### config.mk
export PLATFORM = sky130hd
export DESIGN_NAME = ehcirh_top
export DESIGN_NICKNAME = d
export VERILOG_FILES = /design/src/common/ehcirh_pkg.sv /design/src/rtl/ehcirh_top.sv
export SDC_FILE = /design/constraint.sdc
export NUM_CORES = 1
export LEC_CHECK = 0
export ABC_AREA = 1
export BUFFER_PORTS_ARGS = -buffer_cell sky130_fd_sc_hd__buf_2
export CAP_MARGIN = 20
export CORE_MARGIN = 2
export CORE_UTILIZATION = 40
export CTS_BUF_LIST = sky130_fd_sc_hd__clkbuf_2 sky130_fd_sc_hd__clkbuf_4 sky130_fd_sc_hd__clkbuf_8
export DETAILED_ROUTE_END_ITERATION = 8
export PLACE_DENSITY = 0.69
export SKIP_CTS_REPAIR_TIMING = 1
export SLEW_MARGIN = 25
export SYNTH_ARGS = -nofsm -noshare
export SYNTH_HDL_FRONTEND = slang
export SYNTH_SLANG_ARGS = --single-unit
### constraint.sdc
create_clock -name pclk -period 4.2 [get_ports pclk]
set_clock_uncertainty 0.05 [all_clocks]
set_input_delay 0 -clock pclk [delete_from_list [all_inputs] [get_ports pclk]]
set_output_delay 0 -clock pclk [all_outputs]
set_load 0.05 [all_outputs]
### src/common/ehcirh_pkg.sv
// Shared constants and types for the root hub status and port block
package ehcirh_pkg;
  localparam int ADDR_W = 8;
  localparam logic [7:0] OFS_HOST_CMD = 8'h00;
  localparam logic [7:0] OFS_HOST_STATUS = 8'h04;
  localparam logic [7:0] OFS_PORT0 = 8'h08;
  localparam logic [7:0] OFS_PORT1 = 8'h0C;
  localparam logic [7:0] OFS_ROUTING_CFG = 8'h10;
  localparam int NPORTS = 2;
  // Host command bits
  localparam int CMD_RUN = 0;
  localparam int CMD_PERIODIC_EN = 4;
  localparam int CMD_ASYNC_EN = 5;
  localparam int CMD_DOORBELL = 6;
  // Host status bits
  localparam int ST_PORT_CHANGE = 2;
  localparam int ST_DOORBELL_ACK = 5;
  localparam int ST_STOPPED = 12;
  localparam int ST_ASYNC_EMPTY = 13;
  localparam int ST_PERIODIC = 14;
  localparam int ST_ASYNC = 15;
  // Port register bits
  localparam int PB_ATTACHED = 0;
  localparam int PB_ATT_CHG = 1;
  localparam int PB_ENABLE = 2;
  localparam int PB_EN_CHG = 3;
  localparam int PB_OC_NOW = 4;
  localparam int PB_OC_CHG = 5;
  localparam int PB_RESUME = 6;
  localparam int PB_SUSPEND = 7;
  localparam int PB_BUS_RESET = 8;
  localparam int PB_SUPPLY = 12;
  localparam int PB_OWNER = 13;
  localparam int ROUTE_BIT = 0;
  // Timing
  localparam int CLK_PERIOD_PS = 8000;
  localparam longint PWR_STABLE_MS = 20;
  localparam longint PWR_STABLE_CYC =
    (PWR_STABLE_MS * 1000000000) / CLK_PERIOD_PS;
  localparam int RST_TAIL_NS = 2000;
  localparam int RST_TAIL_CYC = (RST_TAIL_NS * 1000) / CLK_PERIOD_PS;
  localparam int PWR_CNT_W = 22;
  localparam int RST_CNT_W = 8;
  // Reset values
  localparam logic [31:0] CMD_RESET = 32'h0000_0000;
  localparam logic OWNER_RESET = 1'b1;
  localparam logic ROUTE_RESET = 1'b0;

  typedef struct packed {
    logic owner;
    logic supply;
    logic bus_reset;
    logic suspend;
    logic resume;
    logic oc_chg;
    logic oc_now;
    logic en_chg;
    logic enable;
    logic att_chg;
    logic attached;
  } ehcirh_port_t;

  typedef struct packed {
    logic attached;
    logic overcurrent;
    logic k_state;
    logic high_speed;
  } ehcirh_pins_t;
endpackage

### src/rtl/ehcirh_top.sv
// Host status flags and two root hub port control/status registers
// What this block does
// - set doorbell ack when async schedule advances after a doorbell request
// - stopped flag is 0 while run is 1, set once execution stops
// - read-only async empty detect flag at status bit 13
// - status bit 14 mirrors the real periodic schedule state
// - status bit 15 mirrors the real async schedule state
// - port state changes only after power switched on and stable
// - port supply becomes stable within 20 ms after power on
// - bit 0 shows the present attach state of the port
// - attach change sets attach changed; software clears by writing 1
// - enable writes of 1 ignored; set only when reset finds high speed
// - disable by disconnect, fault or software; disabled blocks traffic
// - enable changed set only on device disable; write 1 clears
// - overcurrent now is read-only and follows the over-current input
// - overcurrent changed set on any overcurrent now change; W1C
// - resume force drives resume; J-to-K in suspend sets it and change
// - port state from enable and suspend: 0X off, 10 on, 11 suspended
// - suspend waits for idle transaction, then blocks traffic, senses K
// - writing 1 starts bus reset, writing 0 later ends it
// - bus reset reads 1 until done; high speed then enables port
// - supply switch turns power on and off; over-current clears it
// - routing config 1 clears owner, 0 sets owner; software may write it
// - port change flag set on any change bit or on resume force rising other than by a port write
`timescale 1ns/100ps
module ehcirh_top #(
  parameter logic [21:0] PWR_STABLE_CYCLES =
    22'(ehcirh_pkg::PWR_STABLE_CYC)
) (
  input wire logic pclk,
  input wire logic presetn,
  input wire logic psel,
  input wire logic penable,
  input wire logic pwrite,
  input wire logic [7:0] paddr,
  input wire logic [31:0] pwdata,
  output logic [31:0] prdata,
  output logic pready,
  output logic pslverr,
  input wire logic sched_async_advance,
  input wire logic sched_async_empty,
  input wire logic sched_periodic_active,
  input wire logic sched_async_active,
  input wire logic sched_idle,
  output logic run_cmd,
  output logic periodic_en,
  output logic async_en,
  input wire logic [1:0] port_idle,
  input wire ehcirh_pkg::ehcirh_pins_t [1:0] port_pins,
  output logic [1:0] port_power_on,
  output logic [1:0] port_reset_drive,
  output logic [1:0] port_resume_drive,
  output logic [1:0] port_traffic_ok,
  output logic [1:0] port_companion
);
  logic [31:0] cmd_r, cmd_nxt;
  logic halted_r, halted_nxt;
  logic ack_r, ack_nxt;
  logic chg_sum_r, chg_sum_nxt;
  logic route_r, route_nxt;
  logic [31:0] prdata_nxt;
  logic pready_nxt, pslverr_nxt;
  logic [31:0] rd_val;
  logic mapped;
  logic wr;
  logic [1:0] port_evt;
  ehcirh_pkg::ehcirh_port_t [1:0] port_q;

  assign wr = psel & penable & pwrite & pready;

  // Read mux and address decode
  always_comb begin
    rd_val = 32'h0000_0000;
    mapped = 1'b1;
    unique case (paddr)
      ehcirh_pkg::OFS_HOST_CMD: rd_val = cmd_r;
      ehcirh_pkg::OFS_HOST_STATUS: begin
        rd_val[ehcirh_pkg::ST_PORT_CHANGE] = chg_sum_r;
        rd_val[ehcirh_pkg::ST_DOORBELL_ACK] = ack_r;
        rd_val[ehcirh_pkg::ST_STOPPED] = halted_r;
        rd_val[ehcirh_pkg::ST_ASYNC_EMPTY] = sched_async_empty;
        rd_val[ehcirh_pkg::ST_PERIODIC] = sched_periodic_active;
        rd_val[ehcirh_pkg::ST_ASYNC] = sched_async_active;
      end
      ehcirh_pkg::OFS_PORT0:
        rd_val[13:0] = {port_q[0][10:9], 3'h0, port_q[0][8:0]};
      ehcirh_pkg::OFS_PORT1:
        rd_val[13:0] = {port_q[1][10:9], 3'h0, port_q[1][8:0]};
      ehcirh_pkg::OFS_ROUTING_CFG: rd_val[ehcirh_pkg::ROUTE_BIT] = route_r;
      default: mapped = 1'b0;
    endcase
  end

  // Host command, status and bus answer
  always_comb begin
    cmd_nxt = cmd_r;
    ack_nxt = ack_r;
    chg_sum_nxt = chg_sum_r;
    route_nxt = route_r;
    pready_nxt = psel & ~penable;
    pslverr_nxt = psel & ~penable & ~mapped;
    prdata_nxt = (psel & ~penable & ~pwrite) ? rd_val : 32'h0000_0000;
    if (wr && paddr == ehcirh_pkg::OFS_HOST_CMD) begin
      cmd_nxt = 32'h0000_0000;
      cmd_nxt[ehcirh_pkg::CMD_RUN] = pwdata[ehcirh_pkg::CMD_RUN];
      cmd_nxt[ehcirh_pkg::CMD_PERIODIC_EN] =
        pwdata[ehcirh_pkg::CMD_PERIODIC_EN];
      cmd_nxt[ehcirh_pkg::CMD_ASYNC_EN] = pwdata[ehcirh_pkg::CMD_ASYNC_EN];
      cmd_nxt[ehcirh_pkg::CMD_DOORBELL] = cmd_r[ehcirh_pkg::CMD_DOORBELL] |
        pwdata[ehcirh_pkg::CMD_DOORBELL];
    end
    if (wr && paddr == ehcirh_pkg::OFS_HOST_STATUS) begin
      if (pwdata[ehcirh_pkg::ST_DOORBELL_ACK]) begin
        ack_nxt = 1'b0;
      end
      if (pwdata[ehcirh_pkg::ST_PORT_CHANGE]) begin
        chg_sum_nxt = 1'b0;
      end
    end
    if (wr && paddr == ehcirh_pkg::OFS_ROUTING_CFG) begin
      route_nxt = pwdata[ehcirh_pkg::ROUTE_BIT];
    end
    // Hardware sets come last so they win over a clear
    if (cmd_r[ehcirh_pkg::CMD_DOORBELL] && sched_async_advance) begin
      ack_nxt = 1'b1;
      cmd_nxt[ehcirh_pkg::CMD_DOORBELL] = 1'b0;
    end
    if (|port_evt) begin
      chg_sum_nxt = 1'b1;
    end
    // Halted clears with run and sets once the engine has drained
    if (cmd_nxt[ehcirh_pkg::CMD_RUN]) begin
      halted_nxt = 1'b0;
    end else begin
      halted_nxt = halted_r | sched_idle;
    end
  end

  always_ff @(posedge pclk or negedge presetn) begin
    if (!presetn) begin
      cmd_r <= ehcirh_pkg::CMD_RESET;
      halted_r <= 1'b1;
      ack_r <= 1'b0;
      chg_sum_r <= 1'b0;
      route_r <= ehcirh_pkg::ROUTE_RESET;
      prdata <= 32'h0000_0000;
      pready <= 1'b0;
      pslverr <= 1'b0;
    end else begin
      cmd_r <= cmd_nxt;
      halted_r <= halted_nxt;
      ack_r <= ack_nxt;
      chg_sum_r <= chg_sum_nxt;
      route_r <= route_nxt;
      prdata <= prdata_nxt;
      pready <= pready_nxt;
      pslverr <= pslverr_nxt;
    end
  end

  assign run_cmd = cmd_r[ehcirh_pkg::CMD_RUN];
  assign periodic_en = cmd_r[ehcirh_pkg::CMD_PERIODIC_EN];
  assign async_en = cmd_r[ehcirh_pkg::CMD_ASYNC_EN];

  for (genvar i = 0; i < ehcirh_pkg::NPORTS; i++) begin : g_port
    localparam logic [7:0] PADDR = 8'(ehcirh_pkg::OFS_PORT0 + 4 * i);
    ehcirh_pkg::ehcirh_port_t p_r, p_nxt;
    ehcirh_pkg::ehcirh_pins_t s1_r, s2_r, s3_r, f_r, f_nxt;
    logic susp_req_r, susp_req_nxt;
    logic rst_end_r, rst_end_nxt;
    logic rst_drv_r, rst_drv_nxt;
    logic ok_r, ok_nxt;
    logic evt_r, evt_nxt;
    logic [ehcirh_pkg::PWR_CNT_W-1:0] pwr_cnt_r, pwr_cnt_nxt;
    logic [ehcirh_pkg::RST_CNT_W-1:0] rst_cnt_r, rst_cnt_nxt;
    logic wsel, stable, k_rise;

    always_comb begin
      p_nxt = p_r;
      susp_req_nxt = susp_req_r;
      rst_end_nxt = rst_end_r;
      rst_drv_nxt = rst_drv_r;
      pwr_cnt_nxt = pwr_cnt_r;
      rst_cnt_nxt = rst_cnt_r;
      wsel = wr && paddr == PADDR;
      stable = p_r.supply && pwr_cnt_r == '0;
      // A pin change counts once the second and third stages agree
      f_nxt = f_r;
      if (s2_r.attached == s3_r.attached) f_nxt.attached = s3_r.attached;
      if (s2_r.overcurrent == s3_r.overcurrent) begin
        f_nxt.overcurrent = s3_r.overcurrent;
      end
      if (s2_r.k_state == s3_r.k_state) f_nxt.k_state = s3_r.k_state;
      if (s2_r.high_speed == s3_r.high_speed) begin
        f_nxt.high_speed = s3_r.high_speed;
      end
      k_rise = f_nxt.k_state & ~f_r.k_state;
      // Software side
      if (wsel) begin
        if (pwdata[ehcirh_pkg::PB_ATT_CHG]) p_nxt.att_chg = 1'b0;
        if (pwdata[ehcirh_pkg::PB_EN_CHG]) p_nxt.en_chg = 1'b0;
        if (pwdata[ehcirh_pkg::PB_OC_CHG]) p_nxt.oc_chg = 1'b0;
        p_nxt.supply = pwdata[ehcirh_pkg::PB_SUPPLY];
        p_nxt.owner = pwdata[ehcirh_pkg::PB_OWNER];
        // Only clearing is honoured; software disable raises no change
        if (!pwdata[ehcirh_pkg::PB_ENABLE]) begin
          p_nxt.enable = 1'b0;
          p_nxt.suspend = 1'b0;
          susp_req_nxt = 1'b0;
        end
        if (stable) begin
          if (pwdata[ehcirh_pkg::PB_SUSPEND] && p_r.enable) begin
            susp_req_nxt = 1'b1;
          end
          if (pwdata[ehcirh_pkg::PB_RESUME] && p_r.suspend) begin
            p_nxt.resume = 1'b1;
          end else if (!pwdata[ehcirh_pkg::PB_RESUME] && p_r.resume) begin
            p_nxt.resume = 1'b0;
            p_nxt.suspend = 1'b0;
          end
          if (pwdata[ehcirh_pkg::PB_BUS_RESET] && !p_r.bus_reset) begin
            p_nxt.bus_reset = 1'b1;
            p_nxt.enable = 1'b0;
            p_nxt.suspend = 1'b0;
            p_nxt.resume = 1'b0;
            susp_req_nxt = 1'b0;
            rst_drv_nxt = 1'b1;
            rst_end_nxt = 1'b0;
          end else if (!pwdata[ehcirh_pkg::PB_BUS_RESET] && p_r.bus_reset &&
                       !rst_end_r) begin
            rst_end_nxt = 1'b1;
            rst_drv_nxt = 1'b0;
            rst_cnt_nxt = ehcirh_pkg::RST_CNT_W'(ehcirh_pkg::RST_TAIL_CYC);
          end
        end
      end
      if (wr && paddr == ehcirh_pkg::OFS_ROUTING_CFG) begin
        p_nxt.owner = ~pwdata[ehcirh_pkg::ROUTE_BIT];
      end
      // Hardware side, applied after software so a set wins
      p_nxt.attached = f_nxt.attached;
      if (f_nxt.attached != f_r.attached) begin
        p_nxt.att_chg = 1'b1;
        if (!f_nxt.attached && p_nxt.enable) begin
          p_nxt.enable = 1'b0;
          p_nxt.en_chg = 1'b1;
        end
      end
      if (f_nxt.overcurrent != f_r.overcurrent) begin
        p_nxt.oc_now = f_nxt.overcurrent;
        p_nxt.oc_chg = 1'b1;
      end
      if (f_nxt.overcurrent && p_nxt.supply) begin
        p_nxt.supply = 1'b0;
        if (p_nxt.enable) begin
          p_nxt.enable = 1'b0;
          p_nxt.en_chg = 1'b1;
        end
      end
      // Suspend only takes hold once the current transaction is over
      if (susp_req_nxt && !p_nxt.enable) begin
        susp_req_nxt = 1'b0;
      end else if (susp_req_nxt && port_idle[i]) begin
        p_nxt.suspend = 1'b1;
        susp_req_nxt = 1'b0;
      end
      if (p_r.suspend && p_nxt.suspend && !p_r.resume && k_rise) begin
        p_nxt.resume = 1'b1;
      end
      if (rst_end_r) begin
        if (rst_cnt_r == '0) begin
          p_nxt.bus_reset = 1'b0;
          rst_end_nxt = 1'b0;
          p_nxt.enable = f_nxt.high_speed & p_nxt.attached;
        end else begin
          rst_cnt_nxt = rst_cnt_r - 1'b1;
        end
      end
      // Power off drops enable, suspend, resume and bus reset
      if (!p_nxt.supply) begin
        p_nxt.enable = 1'b0;
        p_nxt.suspend = 1'b0;
        p_nxt.resume = 1'b0;
        p_nxt.bus_reset = 1'b0;
        susp_req_nxt = 1'b0;
        rst_end_nxt = 1'b0;
        rst_drv_nxt = 1'b0;
        pwr_cnt_nxt = '0;
      end else if (!p_r.supply) begin
        pwr_cnt_nxt = PWR_STABLE_CYCLES;
      end else if (pwr_cnt_r != '0) begin
        pwr_cnt_nxt = pwr_cnt_r - 1'b1;
      end
      // 10 is enabled, 11 suspended, 0X disabled
      ok_nxt = p_nxt.enable & ~p_nxt.suspend & ~p_nxt.bus_reset;
      evt_nxt = (p_nxt.att_chg & ~p_r.att_chg) |
                (p_nxt.en_chg & ~p_r.en_chg) |
                (p_nxt.oc_chg & ~p_r.oc_chg) |
                (p_nxt.resume & ~p_r.resume & ~wsel);
    end

    always_ff @(posedge pclk or negedge presetn) begin
      if (!presetn) begin
        p_r <= '0;
        p_r.owner <= ehcirh_pkg::OWNER_RESET;
        s1_r <= '0;
        s2_r <= '0;
        s3_r <= '0;
        f_r <= '0;
        susp_req_r <= 1'b0;
        rst_end_r <= 1'b0;
        rst_drv_r <= 1'b0;
        ok_r <= 1'b0;
        evt_r <= 1'b0;
        pwr_cnt_r <= '0;
        rst_cnt_r <= '0;
      end else begin
        p_r <= p_nxt;
        s1_r <= port_pins[i];
        s2_r <= s1_r;
        s3_r <= s2_r;
        f_r <= f_nxt;
        susp_req_r <= susp_req_nxt;
        rst_end_r <= rst_end_nxt;
        rst_drv_r <= rst_drv_nxt;
        ok_r <= ok_nxt;
        evt_r <= evt_nxt;
        pwr_cnt_r <= pwr_cnt_nxt;
        rst_cnt_r <= rst_cnt_nxt;
      end
    end

    assign port_q[i] = p_r;
    assign port_evt[i] = evt_r;
    assign port_power_on[i] = p_r.supply;
    assign port_reset_drive[i] = rst_drv_r;
    assign port_resume_drive[i] = p_r.resume;
    assign port_traffic_ok[i] = ok_r;
    assign port_companion[i] = p_r.owner;
  end
endmodule // ehcirh_top

Word level (Yosys, flattened, before mapping)
Cells that the tools add are included.
- output and inout bits: 47
- bits in registers: 148
- logic and storage cells: 367
- add/subtract/negate cells: 4
- equal/unequal tests: 24
- bitwise gates (word level): 52
- reductions and logical operators: 66
- mux-type cells: 145
- operators with widths (operator ; count):
    $mux 22 ; 6
    $mux 8 ; 12
    $mux 1 ; 95
    $logic_not 22->1 ; 2
    $reduce_bool 22->1 ; 2
    $sub 22x1->22 const B ; 2
    $logic_and 1x1->1 ; 34
    $mux 3 ; 10
    $and 1x1->1 ; 24
    $logic_not 8->1 ; 3
    $mux 2 ; 11
    $not 1->1 ; 20
    $eq 8x4->1 const B ; 2
    $mux 16 ; 1
    $sub 8x1->8 const B ; 2
    $reduce_bool 2->1 ; 7
    $logic_not 1->1 ; 12
    $mux 6 ; 2
    $pmux 2 s3 ; 2
    $pmux 3 s3 ; 1
    $eq 1x1->1 ; 8
    $eq 8x3->1 const B ; 1
    $eq 8x5->1 const B ; 1
    $ne 2x1->1 const B ; 4
    12 further kinds ; 27

Longest topological paths before layout
- word-level depth: 21
- gate-level depth with buffers: 17

Worst setup path after synthesis
No wires, ideal clock.
- kind: register to register
- from: register pready
- to: register g_port[0].pwr_cnt_r[15] (netlist name)
- data required time: 4.081 ns
- path buffers: 1
- stages on the path, launching flop included: 12
- slack: 2.169 ns
- period minus slack after synthesis: 2.031 ns
- arrival: 1.912 ns
- path through: dfrtp_1 -> nand4_2 -> inv_1 -> nand2_2 -> nand2_2 -> nand2_2 -> nor2_4 -> inv_4 -> nor2_8 -> nand2_2 -> buf_6 -> nor2_2
- RTL lines (element ; line ; text):
    from (decl) ; ehcirh_top.sv:38 ; output logic pready,
    from (signal assigned) ; ehcirh_top.sv:156 ; pready <= pready_nxt;
    to (signal assigned) ; ehcirh_top.sv:328 ; pwr_cnt_r <= pwr_cnt_nxt;
    to (decl) ; ehcirh_top.sv:174 ; logic [ehcirh_pkg::PWR_CNT_W-1:0] pwr_cnt_r, pwr_cnt_nxt;

Worst setup path after layout
- from: input port paddr[2]
- to: register g_port[1].p_r, in the netlist port_companion[1]
- cells in the longest elaborated chain, start to end: 3
- elaborated cells on any way between the ends: 6
- RTL lines (element ; line ; text):
    from (decl) ; ehcirh_top.sv:35 ; input wire logic [7:0] paddr,
    $eq 8x5->1 / $eq 8x4->1 (equally long branches) ; ehcirh_top.sv:237, ehcirh_top.sv:185 ;
    $logic_and 1x1->1, on equally long branches ; ehcirh_top.sv:237, ehcirh_top.sv:185 ;
    $mux 1 / $reduce_bool 2->1 (equally long branches) ; - ;
    to (signal assigned) ; ehcirh_top.sv:318 ; p_r <= p_nxt;
    to (decl) ; ehcirh_top.sv:167 ; ehcirh_pkg::ehcirh_port_t p_r, p_nxt;
Parallel ways exist; a longest one is shown, timed or not.
A chain may end at the register's enable or synchronous reset.

==> key figures <==
Pwr
  – Comb pwr share: 7.0%
  – Leakage power: 4.57 nW
  – Part of the power in registers: 52.0%
  – Power share of the clock group: 41.0%
  – Sw Share: 25.1%
  – Pwr/cell area: 325 mW/mm^2
  – Net switching power: 697 uW
  – Internal: 2.08 mW
  – Worst vdd ir: 0.200 mV

Place
  – Post-DP HPWL: 11100 um
  – Final GP Congestion: 0.856
  – IO buf count: 66
  – Worst slack, placed: 1.83 ns

STA
  – Final worst-path cycle share: 63.1%
  – Least-Margin Pin Slew: 0.851 ns
  – Setup TNS: 0 ns
  – Endpoints failing hold: 3
  – Max Freq: 378 MHz
  – Slew Limit Headroom: 43.2%
  – Min Tclk post-route: 2.65 ns
  – Final Slew Violations: 0
  – Worst setup margin: 1.55 ns
  – RSZ-0062 raised after global routing: no
  – Endpoints failing setup: 0
  – Hold_ws: -0.0201 ns

Global routing
  – Initial antenna violation count: 0
  – Remaining global-route overflow: 0
  – Tot GR Track Use: 16.6%
  – Number of global-route vias before repair: 5251
  – First-pass GRT wire length: 26000 um
  – Largest net degree at the start of global routing: 108

Clock tree
  – CTS tree: done
  – Clock tree buffer depth: 2
  – Sinks on Clock Net: 145
  – Clock slew at reported path FFs: 0.08 ns
  – CTS buffer count: 17
  – CTS root buf: clkbuf_8
  – H-tree depth: 4
  – Worst-Skew Late Latency: 0.45 ns

Worst setup path
  – Reg2Reg Capture Point: g_port[1].evt_r$_DFF_PN0_
  – Worst R2R Start: port_power_on[1]$_DFF_PN0_
  – Worst EP required: 4.53 ns
  – Worst Path Arrival: 2.97 ns
  – Setup slack, reg-to-reg: 1.76 ns
  – WS Path Type: in -> reg
  – CP Max Fanout: 4
  – CP cell instances: dlygate4sd3_1, buf_2, nor3_1, inv_1, nor4_1, dlygate4sd3_1, inv_1, nor2_1, inv_1, nand3_1, o211ai_1, dlygate4sd3_1
  – Setup crit start: paddr[2]
  – Total stage count of the critical path: 12
  – Worst Reg-to-Reg Cells: 13
  – Setup crit end kind: flop
  – CP bufs+invs: 7
  – CP peak stage delay: 0.65 ns
  – Crit start category: primary input
  – CP max stage cell: dlygate4sd3_1
  – CP delay by family, top: buffers and inverters
  – End point of the critical path: port_companion[1]$_DFFE_PN1P_

Layout
  – Reg area: 0.00363 sq mm
  – Post-layout nets: 1029
  – Growth of design area from synthesis to finish: 17.8%
  – Layout cells sized above 1: 17.1%
  – Antenna cell count: 0
  – Fill count: 1689
  – Area of the multi-input gates: 0.00299 sq mm

Synth
  – Gate Count Post-Synth: 847
  – Post-Synthesis Cell Area: 0.00725 sq mm
  – Synth Register Bits: 145
  – Synth top area share: 49.0%
  – Top FF cell, synth: dfrtp_1
  – Most common cell in the synthesized netlist: nand2_1
  – Netlist cell types: 48
  – Yosys warning total: 0
  – Synth area leader: dfrtp_1
  – List of most frequent post-synthesis cells: nand2_1 (145), dfrtp_1 (142), inv_1 (114)
  – Synth area leaders: dfrtp_1 (49%), nand2_1 (7.5%), inv_1 (5.9%)
  – Avg Cell Area, Syn: 8.56 sq um
  – Sequential area share after synthesis: 50.1%
  – Post-synth ARST share: 100%
  – Post-synth EDFFs: 0

Hold path
  – Worst Hold Class: in -> reg

Die
  – Initial Util: 40.6%
  – # rows: 49
  – Core ar.: 0.0178 sq mm
  – Die ar.: 0.0192 sq mm
  – # IOs: 107
  – Chip Width: 139 um
  – Die height: 139 um

Run status
  – Failing checks: hold timing
  – Status: finished with violations

Detailed routing
  – DRC Markers: 0
  – Vias per cell: 4.86
  – DR WL/cell: 13.2 um
  – Post-DRT Antenna Nets: 0
  – DRT iter0 DRCs: 405
  – Via count: 5841
  – Routed WL: 15900 um
  – Drt first pass iters: 5

Run
  – Max_cap viols: 0
## kinds of logic (layout without fill, tap and decap cells)
logic type / Yosys count / count (layout) / share of synthesized area [%]
flops: 145 / 145 / 50.1
buf+inv: 154 / 262 / 9.62
fa+ha+maj: 12 / 12 / 1.93
compound gates: 114 / 114 / 8.92
simple gates: 395 / 395 / 26.2
xor+xnor: 26 / 26 / 3.14
other cells: 1 / 19 / 0.0517
## stage by stage
stage	hold WS [ns]	area, sq um	power [mW]	std cells	utilization (%)
floorplan	-0.346	7320	1.58	865	-
global placement	0.0572	7710	1.64	1129	43.2
detailed placement	0.0593	7710	1.64	1129	43.2
CTS	-0.440	8110	2.79	1160	45.5
global route	0.0146	8540	2.89	1202	47.9
finish	-0.0201	8540	2.78	1202	47.9
## worst min-delay path by stage
stage / start / end / slack [ns] / depth (start not counted)
floorplan: presetn / ack_r$_DFFE_PN0P_ / -0.35 / 0
global placement: port_pins[7] / g_port[1].s1_r[3]$_DFF_PN0_ / 0.06 / 1
detailed placement: port_pins[1] / g_port[0].s1_r[1]$_DFF_PN0_ / 0.06 / 1
CTS: port_pins[7] / g_port[1].s1_r[3]$_DFF_PN0_ / -0.44 / 1
global route: paddr[0] / prdata[3]$_DFF_PN0_ / 0.01 / 6
finish: paddr[1] / prdata[3]$_DFF_PN0_ / -0.02 / 6
## metal layers
layer,track usage (%),vias up,wire (um)
met4,6.22,0,311
li1,-,2919,-
met3,3.69,29,736
met5,0,-,0
met2,26.2,146,7450
met1,22.7,2747,7360
## sequential cells by signal, summed over array words and instances, names as in the netlist, 2 cells and up
register           cells
g_port.ok_r            2
g_port.f_r             8
port_resume_drive      2
g_port.rst_end_r       2
g_port.susp_req_r      2
g_port.rst_drv_r       2
port_power_on          2
cmd_r                  4
g_port.s1_r            8
port_companion         2
g_port.rst_cnt_r      16
g_port.s3_r            8
g_port.p_r            14
g_port.pwr_cnt_r      44
g_port.evt_r           2
prdata                13
g_port.s2_r            8
## worst min-delay path: cells and delay by family
kind,cells,cell delay [ns]
AOI/OAI and AO/OA,1,0.05
and+or+nand+nor,4,0.31
buffers and inverters,1,0.09
## final cells by class
type,instances,share of cell area [%]
clock buffers,18,2.83
inverters,122,5.39
well taps,229,3.36
flip-flops and latches,145,42.5
clock inverters,13,1.91
multi-input cells,566,35.0
repair buffers,109,8.98
## power by group through the flow
stage	registers, mW	clock network, mW	logic (mW)
2_1_floorplan	1.47	0	0.111
4_1_cts	1.44	1.17	0.172
6_report	1.44	1.14	0.195
3_5_place_dp	1.47	0	0.171
5_1_grt	1.45	1.23	0.217
3_3_place_gp	1.47	0	0.168
## layout by cell type (no fill, tap or decap), types with 8 or more instances in the layout
cell type | synthesis | routed
xnor2_1 | 11 | 11
o21ai_0 | 36 | 36
ha_1 | 8 | 8
a21oi_1 | 38 | 38
inv_1 | 114 | 114
buf_2 | 0 | 65
clkbuf_8 | 0 | 18
conb_1 | 1 | 19
dfrtp_1 | 142 | 142
nand2_2 | 12 | 12
nand4_1 | 15 | 15
nand3_1 | 37 | 37
nand2_1 | 145 | 145
nor2_2 | 19 | 19
nor3_1 | 20 | 20
xor2_1 | 15 | 15
nor2_1 | 113 | 113
dlygate4sd3_1 | 0 | 42
Power figures use the tool's default switching activity.
